===== config.mk =====
export PLATFORM = sky130hd
export DESIGN_NAME = switching_clock_manager
export DESIGN_NICKNAME = d
export VERILOG_FILES = /design/src/design/clk_pkg.sv /design/src/design/switching_clock_manager.sv
export SDC_FILE = /design/constraint.sdc
export NUM_CORES = 1
export LEC_CHECK = 0
export ABC_CLOCK_PERIOD_IN_PS = 4500
export BUFFER_PORTS_ARGS = -buffer_cell sky130_fd_sc_hd__buf_2
export CORE_MARGIN = 1.5
export CORE_UTILIZATION = 35
export CTS_CLUSTER_DIAMETER = 150
export DETAILED_ROUTE_END_ITERATION = 8
export PLACE_DENSITY = 0.62
export SYNTH_ARGS = -nofsm -noshare
export SYNTH_HDL_FRONTEND = slang
export SYNTH_SLANG_ARGS = --single-unit

===== constraint.sdc =====
create_clock -name clock -period 4.5 [get_ports clock]
set_input_delay 0.45 -clock clock [delete_from_list [all_inputs] [get_ports clock]]
set_output_delay 0.45 -clock clock [all_outputs]
set_load 0.03 [all_outputs]

===== src/design/clk_pkg.sv =====
// constants and carrier types of the switching clock manager
// assumes an apb master on the same clock and static fuse levels
package clk_pkg;

   // ****************************************
   // register map
   // ****************************************
   localparam logic [11:0] ctrl_offset = 12'h000;
   localparam logic [11:0] status_offset = 12'h004;
   localparam logic [11:0] flags_offset = 12'h008;
   localparam logic [11:0] mask_offset = 12'h00c;

   // ****************************************
   // timing
   // ****************************************
   localparam int clock_khz = 200000;
   localparam int clock_period_ns = 5;
   localparam int step_dwell_ns = 5200;
   localparam int step_dwell_cycles = (step_dwell_ns + clock_period_ns - 1) / clock_period_ns;
   localparam int spread_mod_khz = 24;
   localparam int spread_period_cycles = clock_khz / spread_mod_khz;
   localparam int band_fast_min_khz = 2000;
   localparam int band_fast_max_khz = 3000;
   localparam int band_slow_min_khz = 333;
   localparam int band_slow_max_khz = 500;
   localparam logic [10:0] fast_min_cycles = 11'((clock_khz + band_fast_max_khz - 1) / band_fast_max_khz);
   localparam logic [10:0] fast_max_cycles = 11'(clock_khz / band_fast_min_khz);
   localparam logic [10:0] slow_min_cycles = 11'((clock_khz + band_slow_max_khz - 1) / band_slow_max_khz);
   localparam logic [10:0] slow_max_cycles = 11'(clock_khz / band_slow_min_khz);
   localparam logic [10:0] period_saturate = 11'h7ff;

   // ****************************************
   // trim encoding and spread widths
   // ****************************************
   localparam logic [3:0] trim_top_code = 4'h4;
   localparam logic [3:0] trim_low_base_code = 4'h9;
   localparam logic [3:0] trim_low_top_code = 4'hc;
   localparam logic [3:0] trim_nominal_index = 4'h4;
   localparam logic [3:0] trim_nominal_code = 4'h0;
   localparam logic signed [4:0] spread_narrow_pct = 5'sh05;
   localparam logic signed [4:0] spread_wide_pct = 5'sh0a;
   localparam int flag_trim_done = 0;
   localparam int flag_ext_fault = 1;

   typedef struct packed {
      logic clock_repeat_enable;
      logic ext_clock_band_sel;
      logic ext_clock_allow;
      logic spread_width_sel;
      logic spread_enable;
      logic [3:0] hf_clock_trim;
   } ctrl_t;

   localparam ctrl_t ctrl_reset = '0;
   localparam int ctrl_bits = $bits(ctrl_t);

   typedef struct packed {
      logic ramping;
      logic ext_fault_live;
      logic ext_selected;
      logic pll_on;
      logic spread_active;
      logic [3:0] applied_code;
   } status_t;

endpackage


===== src/design/switching_clock_manager.sv =====
// clock selection, trim ramp, spread and sync control of the buck clocks
// assumes an apb master on clock; fuses, hf and ext clocks arrive as pins
// What this block does
// - all control logic and timers on one clock
// - trim codes map to 16 to 24 MHz
// - multi-step change ramps with dwell per step
// - reaching target sets flag, drives interrupt unmasked
// - internal switching clock is hf divided by eight
// - trim loaded from fuse bits at start
// - manual trim ignored under spread or sync
// - spread enable bit turns spreading on, off
// - width bit selects five or ten percent
// - spread, band, repeat bits start from fuses
// - spread modulates at fixed rate when internal
// - external sync enabled forces spread off
// - fuse zero keeps pll off, internal clock
// - fuse one keeps pll on, either source
// - sync input valid only inside chosen band
// - bad sync falls back internal, sets fault flag
// - live fault bit follows sync input validity
// - return external only after clear and valid
// - repeat output toggles when enabled, else low
module switching_clock_manager #(
   parameter int STEP_DWELL_CYCLES = clk_pkg::step_dwell_cycles,
   parameter int SPREAD_PERIOD_CYCLES = clk_pkg::spread_period_cycles
) (
   input wire logic clock,
   input wire logic rst,
   input wire logic psel,
   input wire logic penable,
   input wire logic pwrite,
   input wire logic [11:0] paddr,
   input wire logic [31:0] pwdata,
   output logic [31:0] prdata,
   output logic pready,
   output logic pslverr,
   input wire logic hf_clock_in,
   input wire logic ext_clock_in,
   input wire logic system_on,
   input wire clk_pkg::ctrl_t fuses,
   output logic irq_out_n,
   output logic [3:0] hf_step_code,
   output logic signed [4:0] spread_offset,
   output logic pll_enable,
   output logic pll_source_ext,
   output logic sw_clock_out,
   output logic clock_repeat_out
);

   localparam int dw = $clog2(STEP_DWELL_CYCLES + 1);
   localparam int sw = $clog2(SPREAD_PERIOD_CYCLES + 1);
   localparam int in_w = clk_pkg::ctrl_bits + 3;

   if (STEP_DWELL_CYCLES < 1 || SPREAD_PERIOD_CYCLES < 40) begin : g_check
      $error("dwell or spread period too short");
   end

   // ****************************************
   // decoding helpers
   // ****************************************
   function automatic logic trim_valid(input logic [3:0] code);
      trim_valid = (code <= clk_pkg::trim_top_code) ||
         (code >= clk_pkg::trim_low_base_code && code <= clk_pkg::trim_low_top_code);
   endfunction

   function automatic logic [3:0] code_to_index(input logic [3:0] code);
      if (code <= clk_pkg::trim_top_code) begin
         code_to_index = code + clk_pkg::trim_nominal_index;
      end else begin
         code_to_index = code - clk_pkg::trim_low_base_code;
      end
   endfunction

   function automatic logic [3:0] index_to_code(input logic [3:0] idx);
      if (idx >= clk_pkg::trim_nominal_index) begin
         index_to_code = idx - clk_pkg::trim_nominal_index;
      end else begin
         index_to_code = idx + clk_pkg::trim_low_base_code;
      end
   endfunction

   function automatic logic hit(input logic [11:0] addr, input logic [11:0] offset);
      hit = (addr == offset);
   endfunction

   // ****************************************
   // pin synchronisers and fuse load
   // ****************************************
   logic [in_w-1:0] sync1;
   logic [in_w-1:0] sync2;
   logic [1:0] load_count;
   logic fuse_load;
   logic loaded;
   clk_pkg::ctrl_t fuse_s;
   logic hf_s;
   logic ext_s;
   logic on_s;

   always_ff @(posedge clock or posedge rst) begin
      if (rst) begin
         sync1 <= '0;
         sync2 <= '0;
      end else begin
         sync1 <= {system_on, ext_clock_in, hf_clock_in, fuses};
         sync2 <= sync1;
      end
   end

   assign fuse_s = clk_pkg::ctrl_t'(sync2[clk_pkg::ctrl_bits-1:0]);
   assign hf_s = sync2[in_w-3];
   assign ext_s = sync2[in_w-2];
   assign on_s = sync2[in_w-1];

   always_ff @(posedge clock or posedge rst) begin
      if (rst) begin
         load_count <= 2'h0;
      end else if (load_count != 2'h3) begin
         load_count <= load_count + 2'h1;
      end
   end

   assign fuse_load = (load_count == 2'h2);
   assign loaded = (load_count == 2'h3);

   // ****************************************
   // apb slave
   // ****************************************
   clk_pkg::ctrl_t ctrl;
   clk_pkg::status_t status;
   logic [1:0] flags;
   logic [1:0] mask;
   logic fuse_allow;
   logic access;
   logic take;
   logic mapped;
   logic wr_ctrl;
   logic wr_flags;
   logic wr_mask;
   logic [31:0] next_prdata;

   assign access = psel && penable;
   assign take = access && pready;
   assign mapped = hit(paddr, clk_pkg::ctrl_offset) || hit(paddr, clk_pkg::status_offset) ||
      hit(paddr, clk_pkg::flags_offset) || hit(paddr, clk_pkg::mask_offset);
   assign wr_ctrl = take && pwrite && hit(paddr, clk_pkg::ctrl_offset);
   assign wr_flags = take && pwrite && hit(paddr, clk_pkg::flags_offset);
   assign wr_mask = take && pwrite && hit(paddr, clk_pkg::mask_offset);

   always_comb begin
      next_prdata = 32'h0000_0000;
      if (hit(paddr, clk_pkg::ctrl_offset)) begin
         next_prdata[clk_pkg::ctrl_bits-1:0] = ctrl;
      end else if (hit(paddr, clk_pkg::status_offset)) begin
         next_prdata[$bits(clk_pkg::status_t)-1:0] = status;
      end else if (hit(paddr, clk_pkg::flags_offset)) begin
         next_prdata[1:0] = flags;
      end else if (hit(paddr, clk_pkg::mask_offset)) begin
         next_prdata[1:0] = mask;
      end
   end

   always_ff @(posedge clock or posedge rst) begin
      if (rst) begin
         pready <= 1'b0;
         pslverr <= 1'b0;
         prdata <= 32'h0000_0000;
      end else begin
         pready <= access && !pready && loaded;
         pslverr <= access && !pready && loaded && !mapped;
         if (access && !pready && loaded && !pwrite) begin
            prdata <= next_prdata;
         end
      end
   end

   always_ff @(posedge clock or posedge rst) begin
      if (rst) begin
         ctrl <= clk_pkg::ctrl_reset;
         fuse_allow <= 1'b0;
      end else if (fuse_load) begin
         ctrl <= fuse_s;
         fuse_allow <= fuse_s.ext_clock_allow;
      end else if (wr_ctrl) begin
         ctrl <= clk_pkg::ctrl_t'(pwdata[clk_pkg::ctrl_bits-1:0]);
         if (!on_s) begin
            ctrl.clock_repeat_enable <= ctrl.clock_repeat_enable;
         end
      end
   end

   always_ff @(posedge clock or posedge rst) begin
      if (rst) begin
         mask <= 2'h0;
      end else if (wr_mask) begin
         mask <= pwdata[1:0];
      end
   end

   // ****************************************
   // trim target and stepped ramp
   // ****************************************
   logic [3:0] target_index;
   logic [3:0] applied_index;
   logic [3:0] eff_index;
   logic [dw-1:0] dwell;
   logic ramp_done;
   logic ext_enabled;
   logic spread_active;
   logic ext_selected;
   logic fault_live;

   assign ext_enabled = fuse_allow && ctrl.ext_clock_allow;
   assign spread_active = ctrl.spread_enable && !ext_enabled;

   always_ff @(posedge clock or posedge rst) begin
      if (rst) begin
         target_index <= clk_pkg::trim_nominal_index;
      end else if (fuse_load && trim_valid(fuse_s.hf_clock_trim)) begin
         target_index <= code_to_index(fuse_s.hf_clock_trim);
      end else if (wr_ctrl && trim_valid(pwdata[3:0])) begin
         target_index <= code_to_index(pwdata[3:0]);
      end
   end

   always_comb begin
      if (spread_active) begin
         eff_index = clk_pkg::trim_nominal_index;
      end else if (ext_selected) begin
         eff_index = applied_index;
      end else begin
         eff_index = target_index;
      end
   end

   assign ramp_done = loaded && dwell == '0 && applied_index != eff_index &&
      (applied_index < eff_index ? applied_index + 4'h1 : applied_index - 4'h1) == eff_index;

   always_ff @(posedge clock or posedge rst) begin
      if (rst) begin
         applied_index <= clk_pkg::trim_nominal_index;
         dwell <= '0;
      end else if (fuse_load) begin
         if (trim_valid(fuse_s.hf_clock_trim)) begin
            applied_index <= code_to_index(fuse_s.hf_clock_trim);
         end
      end else if (dwell != '0) begin
         dwell <= dwell - 1'b1;
      end else if (applied_index != eff_index) begin
         if (applied_index < eff_index) begin
            applied_index <= applied_index + 4'h1;
         end else begin
            applied_index <= applied_index - 4'h1;
         end
         dwell <= dw'(STEP_DWELL_CYCLES - 1);
      end
   end

   // ****************************************
   // spread modulation triangle
   // ****************************************
   logic [sw-1:0] ss_count;
   logic [sw-1:0] ss_interval;
   logic signed [4:0] ss_width;
   logic ss_up;

   assign ss_width = ctrl.spread_width_sel ? clk_pkg::spread_wide_pct : clk_pkg::spread_narrow_pct;
   assign ss_interval = ctrl.spread_width_sel ? sw'(SPREAD_PERIOD_CYCLES / 40) : sw'(SPREAD_PERIOD_CYCLES / 20);

   always_ff @(posedge clock or posedge rst) begin
      if (rst) begin
         ss_count <= '0;
         ss_up <= 1'b1;
         spread_offset <= 5'sh00;
      end else if (!spread_active || ext_selected) begin
         ss_count <= '0;
         ss_up <= 1'b1;
         spread_offset <= 5'sh00;
      end else if (ss_count < ss_interval - 1'b1) begin
         ss_count <= ss_count + 1'b1;
      end else begin
         ss_count <= '0;
         if (ss_up) begin
            if (spread_offset >= ss_width) begin
               ss_up <= 1'b0;
               spread_offset <= spread_offset - 5'sh01;
            end else begin
               spread_offset <= spread_offset + 5'sh01;
            end
         end else begin
            if (spread_offset <= -ss_width) begin
               ss_up <= 1'b1;
               spread_offset <= spread_offset + 5'sh01;
            end else begin
               spread_offset <= spread_offset - 5'sh01;
            end
         end
      end
   end

   // ****************************************
   // external clock measurement and selection
   // ****************************************
   logic ext_d;
   logic ext_edge;
   logic [10:0] period;
   logic [10:0] band_min;
   logic [10:0] band_max;

   assign ext_edge = ext_s && !ext_d;
   assign band_min = ctrl.ext_clock_band_sel ? clk_pkg::slow_min_cycles : clk_pkg::fast_min_cycles;
   assign band_max = ctrl.ext_clock_band_sel ? clk_pkg::slow_max_cycles : clk_pkg::fast_max_cycles;

   always_ff @(posedge clock or posedge rst) begin
      if (rst) begin
         ext_d <= 1'b0;
         period <= 11'h000;
         fault_live <= 1'b1;
      end else begin
         ext_d <= ext_s;
         if (ext_edge) begin
            period <= 11'h001;
            fault_live <= !(period >= band_min && period <= band_max);
         end else begin
            if (period != clk_pkg::period_saturate) begin
               period <= period + 11'h001;
            end
            if (period > band_max) begin
               fault_live <= 1'b1;
            end
         end
      end
   end

   always_ff @(posedge clock or posedge rst) begin
      if (rst) begin
         ext_selected <= 1'b0;
      end else begin
         ext_selected <= ext_enabled && !fault_live && !flags[clk_pkg::flag_ext_fault];
      end
   end

   // ****************************************
   // interrupt flags
   // ****************************************
   logic [1:0] flag_set;
   logic [1:0] flag_clear;

   assign flag_set = {ext_enabled && fault_live, ramp_done};
   assign flag_clear = wr_flags ? pwdata[1:0] : 2'h0;

   always_ff @(posedge clock or posedge rst) begin
      if (rst) begin
         flags <= 2'h0;
         irq_out_n <= 1'b1;
      end else begin
         flags <= (flags & ~flag_clear) | flag_set;
         irq_out_n <= !(|(flags & ~mask));
      end
   end

   // ****************************************
   // switching clock divider and outputs
   // ****************************************
   logic hf_d;
   logic [1:0] div;
   logic int_sw;

   always_ff @(posedge clock or posedge rst) begin
      if (rst) begin
         hf_d <= 1'b0;
         div <= 2'h0;
         int_sw <= 1'b0;
      end else begin
         hf_d <= hf_s;
         if (hf_s && !hf_d) begin
            div <= div + 2'h1;
            if (div == 2'h3) begin
               int_sw <= !int_sw;
            end
         end
      end
   end

   always_ff @(posedge clock or posedge rst) begin
      if (rst) begin
         sw_clock_out <= 1'b0;
         clock_repeat_out <= 1'b0;
         pll_enable <= 1'b0;
         pll_source_ext <= 1'b0;
         hf_step_code <= clk_pkg::trim_nominal_code;
      end else begin
         sw_clock_out <= ext_selected ? ext_d : int_sw;
         clock_repeat_out <= ctrl.clock_repeat_enable && (ext_selected ? ext_d : int_sw);
         pll_enable <= fuse_allow;
         pll_source_ext <= fuse_allow && ext_selected;
         hf_step_code <= index_to_code(applied_index);
      end
   end

   assign status = '{ramping: applied_index != eff_index, ext_fault_live: fault_live,
      ext_selected: ext_selected, pll_on: pll_enable, spread_active: spread_active,
      applied_code: hf_step_code};
endmodule


==> metrics.md, run 1 <==
| Metric | Value |
|---|---|
| Status | finished clean |
| H-tree Lvls | 4 |
| Cells after Synth | 599 |
| Clock Skews | 6.61 ps |
| Fin util | 42.1% |
| DR iter-0 viols | 244 |
| R2R depth | 12 |
| R2r endpoint | flags[0] |
| Setup crit start | ext_selected |
| Leakage | 3.41 nW |
| Post-CTS Resized | 0 |
| TritonCTS clock tree | done |
| Largest net degree at the start of global routing | 73 |
| Power density over cell area | 427 nW/um^2 |
| Critical Path End | flags[0] |
| Total gr overflow | 0 |
| Number of buffers inserted by post-CTS setup repair | 0 |
| # Max-Cap Violations | 0 |
| Slew Limit Fails | 0 |
| WP data arrival | 3500 ps |
| Max_slew headroom | 37.7% |
| Die Area | 18,500 um^2 |
| Fill count | 1,676 |
| Fmax | 314 MHz |
| Clk root buf | clkbuf_16 |
| NumNets Final | 784 |
| Clk pin slew, worst setup/hold paths | 50 ps |
| Maximum VDD drop | 0.271 mV |
| Number of hold buffers added after cts | 0 |
| DR WL/cell | 13.4 um |
| Gpl congestion | 0.787 |
| Reg2reg setup slack | 1320 ps |
| Worst-Skew Late Latency | 410 ps |
| Worst min path class | in -> reg |
| Yosys warning total | 0 |
| Number of port buffers | 62 |
| P&R area growth vs syn | 17.4% |
| Setup crit end kind | flop |
| Initial antenna violation count | 0 |
| Detail Route Antenna Nets | 0 |
| Synth Flop Type | dfrtp_1 |
| Fin cells | 914 |
| CP Launch Type | flop |
| Post-route DRC violation count | 0 |
| RSZ-0062 raised after global routing | false |
| Io pins | 109 |
| Avg Inst Size Synth | 10.3 um^2 |
| Via count | 4,313 |
| Area after DPL | 6700 um^2 |
| Global-route usage over all layers | 14.5% |
| Period utilization | 70.8% |
| R2r startpoint | ext_selected |
| Finished Cell Area | 7270 um^2 |
| Post-DR vias/cell | 4.72 |
| Core box area | 17,300 um^2 |
| Initial Util | 35.8% |
| Max clock buf depth | 2 |
| Final hold slack | 140 ps |
| Post-Syn Area | 6190 um^2 |
| Final hold vios | 0 |
| Num rows | 48 |
| Layout cells sized above 1 | 19.7% |
| Minimum clock period | 3180 ps |
| Post-synthesis sequential area ratio | 47.4% |
| Die Span Y | 136 um |
| Clock sinks | 117 |
| Synth async-reset ratio | 100% |
| WP data required | 4820 ps |
| Synth cell types | 59 |
| Setup total negative slack | 0 ps |
| Pre-Repair DR Iteration Count | 4 |
| DP HPWL | 9070 um |
| Worst slew pin tran | 934 ps |
| Vias in the first global route | 4,048 |
| # placed instances | 882 |
| Die outline width | 136 um |
| Num CTS Buffers | 17 |
| EDFF count, synth | 0 |
| Worst-path fanout max | 11 |
| First-pass GRT wire length | 20,600 um |
| Yosys reg bits | 117 |
| Crit Path Class | reg -> reg |
| WL final | 12,300 um |
| Ant diodes | 0 |
| Setup violators final | 0 |
==> through the flow <==
step	setup slack [ps]	power [W]
after floorplan	958	0.00167
after global placement	1380	0.00181
after detailed placement	1320	0.00182
after CTS	1310	0.00315
after global routing	952	0.00327
final	1320	0.00310
==> sequential cells by signal (all words and copies together), names as in the netlist, 2 cells and up <==
register and cells:
sync2 12, prdata 9, applied_index 4, target_index 4, div 2, mask 2, dwell 11, spread_offset 5
load_count 2, flags 2, period 11, ss_count 14, ctrl 9, hf_step_code 4, sync1 12
==> cells in the mapped netlist, types with 8 or more instances <==
cell / instances / area (um^2)
clkbuf_1: 8 / 30.0
nor3_1: 15 / 75.1
nor2_1: 49 / 184
xor2_1: 10 / 87.6
buf_4: 24 / 180
ha_1: 46 / 576
nand3_1: 14 / 70.1
nand2_1: 51 / 191
a21oi_1: 19 / 95.1
xnor2_1: 24 / 210
mux2_2: 9 / 101
inv_1: 40 / 150
o21ai_0: 42 / 210
mux2i_1: 25 / 250
dfrtp_1: 112 / 2800
==> critical path, stage by stage (launching register included) <==
cell     delay [ps]
dfrtp_1         580
mux2_2          380
nand2_1         110
ha_1            150
a21oi_1          60
o21ai_0         460
ha_1            340
a21o_1          170
a21oi_1         160
xnor2_1         150
xnor2_1         120
xor2_1          190
o31ai_1         230
==> power by group <==
part           switching (W)  leakage (nW)  internal [W]
clock               0.000480         0.275      0.000824
sequential         0.0000954          1.42       0.00115
combinational       0.000333          1.71      0.000223
==> worst min-delay path by stage <==
stage,start,cells after the start,end
global route,fuses[3],1,sync1[3]
finish,fuses[1],1,sync1[1]
global placement,sync1[4],0,sync2[4]
detailed placement,sync1[4],0,sync2[4]
CTS,fuses[1],1,sync1[1]
floorplan,sync1[0],0,sync2[0]
==> placed cells by master (no fill, tap or decap), types with 5 or more instances in the layout <==
cell type	synthesis	layout
dfrtp_1	112	112
buf_2	0	62
nand2_1	51	51
nor2_1	49	49
ha_1	46	46
o21ai_0	42	42
inv_1	40	39
conb_1	1	27
mux2i_1	25	25
xnor2_1	24	24
a21oi_1	19	19
clkbuf_16	0	17
nor3_1	15	15
nand3_1	14	14
xor2_1	10	10
mux2_2	9	9
nor2b_1	7	7
nand4_1	6	6
o21ai_1	6	6
a22oi_1	6	6
or2_2	5	5
nand2b_1	5	5
and3_1	5	5
dfstp_2	5	5
clkinv_2	0	5
==> per-layer routing <==
metal  track usage [%]  part of all wire, %
met5                 0                    0
met4              5.32                  1.3
met3              3.69                  4.9
met2              21.0                   42
met1              20.9                   51
==> kinds of logic after synthesis <==
logic type      synth area share (%)
compound gates                  9.17
xor+xnor                        4.81
fa+ha+maj                       9.61
buf+inv                         6.06
flops                           47.4
mux                             6.65
other cells                   0.0605
simple gates                    16.3
==> cell type report <==
type / count / area [um^2] / area share [%]
Tap cell: 225 / 282 / 3.87
Timing Repair Buffer: 66 / 340 / 4.68
Multi-Input combinational cell: 434 / 2990 / 41.1
Inverter: 40 / 153 / 2.10
Clock inverter: 13 / 133 / 1.82
Clock buffer: 19 / 443 / 6.09
Sequential cell: 117 / 2930 / 40.3
No activity file was read; power rests on OpenSTA's default activity.
==> inputs of run 2 (changes only) <==
--- a/config.mk
+++ b/config.mk
@@ -5,7 +5,8 @@
 export SDC_FILE = /design/constraint.sdc
 export NUM_CORES = 1
 export LEC_CHECK = 0
-export ABC_CLOCK_PERIOD_IN_PS = 4500
+export ABC_AREA = 1
+export ABC_CLOCK_PERIOD_IN_PS = 3050
 export BUFFER_PORTS_ARGS = -buffer_cell sky130_fd_sc_hd__buf_2
 export CORE_MARGIN = 1.5
 export CORE_UTILIZATION = 35
==> constraint.sdc (replaced) <==
create_clock -name clock -period 3.05 [get_ports clock]
set_input_delay 0.305 -clock clock [delete_from_list [all_inputs] [get_ports clock]]
set_output_delay 0.305 -clock clock [all_outputs]
set_load 0.03 [all_outputs]
==> run 2 against run 1 <==
Compared with the run above:
- routed wire length increased by 17%
- power increased by 68%
- utilization increased by 0.75 points
- maximum frequency increased by 15%
- combinational power increased by 92%
- final cell count increased by 24%
- synthesized cell count increased by 32%
- flip-flop and latch count unchanged
- setup slack got worse by 1000 ps
- critical endpoint unchanged
==> metrics.md, run 2 <==
| Metric | Value |
|---|---|
| Number of buffers inserted by post-CTS setup repair | 0 |
| Status | finished clean |
| Initial Util | 35.5% |
| Synth area leaders | dfrtp_1 (42%), nand2_1 (11%), ha_1 (8.7%) |
| Clock sinks | 117 |
| Setup total negative slack | 0 ps |
| H-tree Lvls | 4 |
| Cell Int Power | 0.00363 W |
| Largest registers | ss_count (14), sync1 (12), sync2 (12) |
| Global-route usage over all layers | 15.8% |
| Clock Skews | 6.87 ps |
| Final hold vios | 0 |
| Placement Setup Slack | 260 ps |
| Critical-path cell list | inv_1 > o21ai_1 > nand2_1 > ha_1 > inv_1 > o21bai_1 > a21oi_2 > buf_4 > fa_1 > xor2_1 > xor2_1 > nand3_1 > nor2_1 > nand3_1 > nand2_1 |
| CP Launch Type | flop |
| TritonCTS clock tree | done |
| Post-synthesis sequential area ratio | 44.4% |
| EDFF count, synth | 0 |
| Synth cell types | 45 |
| Ant diodes | 0 |
| Fill count | 1,826 |
| Commonest non-fill, non-tap cell in the layout | nand2_1 |
| Die Span Y | 140 um |
| Cells after Synth | 791 |
| First-pass GRT wire length | 24,600 um |
| Yosys reg bits | 117 |
| Worst Slack Setup Final | 280 ps |
| Vias in the first global route | 5,132 |
| RSZ-0062 raised after global routing | false |
| DR WL/cell | 12.7 um |
| Num CTS Buffers | 17 |
| Slew Limit Fails | 0 |
| Power density over cell area | 654 nW/um^2 |
| Post-route DRC violation count | 0 |
| Die Area | 19,700 um^2 |
| Max reg flops | 14 |
| Post-Syn Area | 6600 um^2 |
| Tot Pwr | 0.00520 W |
| Clk root buf | clkbuf_16 |
| Setup crit end kind | flop |
| Gpl congestion | 0.867 |
| Leakage | 4.09 nW |
| Logic pwr share | 20.5% |
| WL final | 14,400 um |
| Worst-Skew Late Latency | 420 ps |
| NumNets Final | 992 |
| Avg Inst Size Synth | 8.35 um^2 |
| Minimum clock period | 2770 ps |
| WP data required | 3410 ps |
| Clock Power Share | 43.7% |
| Setup crit start | applied_index[1] |
| Total gr overflow | 0 |
| Layout cells sized above 1 | 15.9% |
| Cell taking the most area after synthesis | dfrtp_1 |
| Worst slew pin tran | 891 ps |
| Largest net degree at the start of global routing | 41 |
| Io pins | 109 |
| Most frequent cell after synthesis | nand2_1 |
| Post-DR vias/cell | 4.66 |
| Via count | 5,276 |
| DP HPWL | 10,700 um |
| P&R area growth vs syn | 20.4% |
| Area after DPL | 7150 um^2 |
| Max_slew headroom | 40.5% |
| Top reg by flops | ss_count |
| Period utilization | 90.8% |
| Yosys warning total | 0 |
| Synth Flop Type | dfrtp_1 |
| Number of port buffers | 62 |
| # Max-Cap Violations | 0 |
| R2r startpoint | applied_index[1] |
| Final hold slack | 69.5 ps |
| Total net switching power | 0.00157 W |
| Post-synth top area share | 42.4% |
| Detail Route Antenna Nets | 0 |
| Seq pwr share | 35.8% |
| Switching Fraction | 30.2% |
| Core box area | 18,600 um^2 |
| Crit Path Class | reg -> reg |
| Commonest cells in the netlist | nand2_1 (192), dfrtp_1 (112), inv_1 (97) |
| Worst-path fanout max | 5 |
| Slowest CP cell | dfrtp_1 |
| Clk pin slew, worst setup/hold paths | 60 ps |
| Num rows | 50 |
| Worst min path class | in -> async |
| Pre-Repair DR Iteration Count | 4 |
| Maximum VDD drop | 0.416 mV |
| WP data arrival | 3130 ps |
| Setup violators final | 0 |
| Synth async-reset ratio | 100% |
| Fmax | 361 MHz |
| Initial antenna violation count | 0 |
| Max clock buf depth | 2 |
| Crit-path max cell delay | 430 ps |
| DR iter-0 viols | 274 |
| Commonest cells after routing, fill and taps aside | nand2_1 (191), dfrtp_1 (112), inv_1 (96) |
| Finished Cell Area | 7950 um^2 |
| Die outline width | 140 um |
==> run 2: timing repair <==
item                                   4_1_cts  5_1_grt
resized for setup                            0        4
hold buffers                                12        0
endpoints found under the hold margin       12        0
setup endpoints to repair                    0        2
==> run 2: cell families (layout without fill, tap and decap cells) <==
| kind of cell | count (synthesis) | count (layout) | share of synthesized area, % |
|---|---|---|---|
| simple gates | 364 | 364 | 24.5 |
| buf+inv | 137 | 217 | 9.38 |
| flops | 117 | 117 | 44.4 |
| compound gates | 93 | 93 | 8.26 |
| fa+ha+maj | 47 | 47 | 9.02 |
| xor+xnor | 29 | 29 | 3.85 |
| mux | 3 | 3 | 0.474 |
| other cells | 1 | 27 | 0.0568 |
==> run 2: metrics by stage <==
step,cells,util (%)
after floorplan,817,-
after global placement,1087,38.5
after detailed placement,1087,38.5
after CTS,1131,42.8
after global routing,1131,42.8
final,1131,42.8
==> run 2: per-layer routing <==
layer  routed length, um  global-route usage [%]  vias up
met5                   0                       0        -
met4                 238                    6.20        0
met3                 582                    3.32       21
met2                6600                    25.0      112
met1                6980                    21.1     2439
li1                    -                       -     2704
==> run 2: power groups by stage <==
stage	clock network [W]	logic, W	registers, W
floorplan	0	0.000731	0.00194
global placement	0	0.00104	0.00189
detailed placement	0	0.00105	0.00189
CTS	0.00231	0.00107	0.00186
global route	0.00239	0.00122	0.00188
finish	0.00228	0.00107	0.00186
==> run 2: final cells by class <==
class	count	area, um^2	area share [%]
Tap cell	234	293	3.68
Sequential cell	117	2930	36.9
Clock inverter	11	195	2.45
Clock buffer	21	480	6.04
Inverter	106	404	5.08
Timing Repair Buffer	79	493	6.20
Multi-Input combinational cell	563	3150	39.6
==> run 2: critical path, delay by kind of cell, from the launching register on <==
family	cells	cell delay (ps)
adder cells (fa/ha/maj)	2	670
AND/OR/NAND/NOR	5	430
flip-flops	1	430
buffers and inverters	3	300
XOR/XNOR	2	430
AO/OA/AOI/OAI	3	440
==> run 2: worst paths after layout <==
check,endpoint,slack (ps),cells past startpoint
hold reg to reg,sync2[7],350,0
hold / removal,clock_repeat_out,70,2
setup reg to reg,flags[0],280,15
setup / recovery,flags[0],280,15
min in group clock,ctrl[5],150,3
max in group asynchronous,ss_up,2210,3
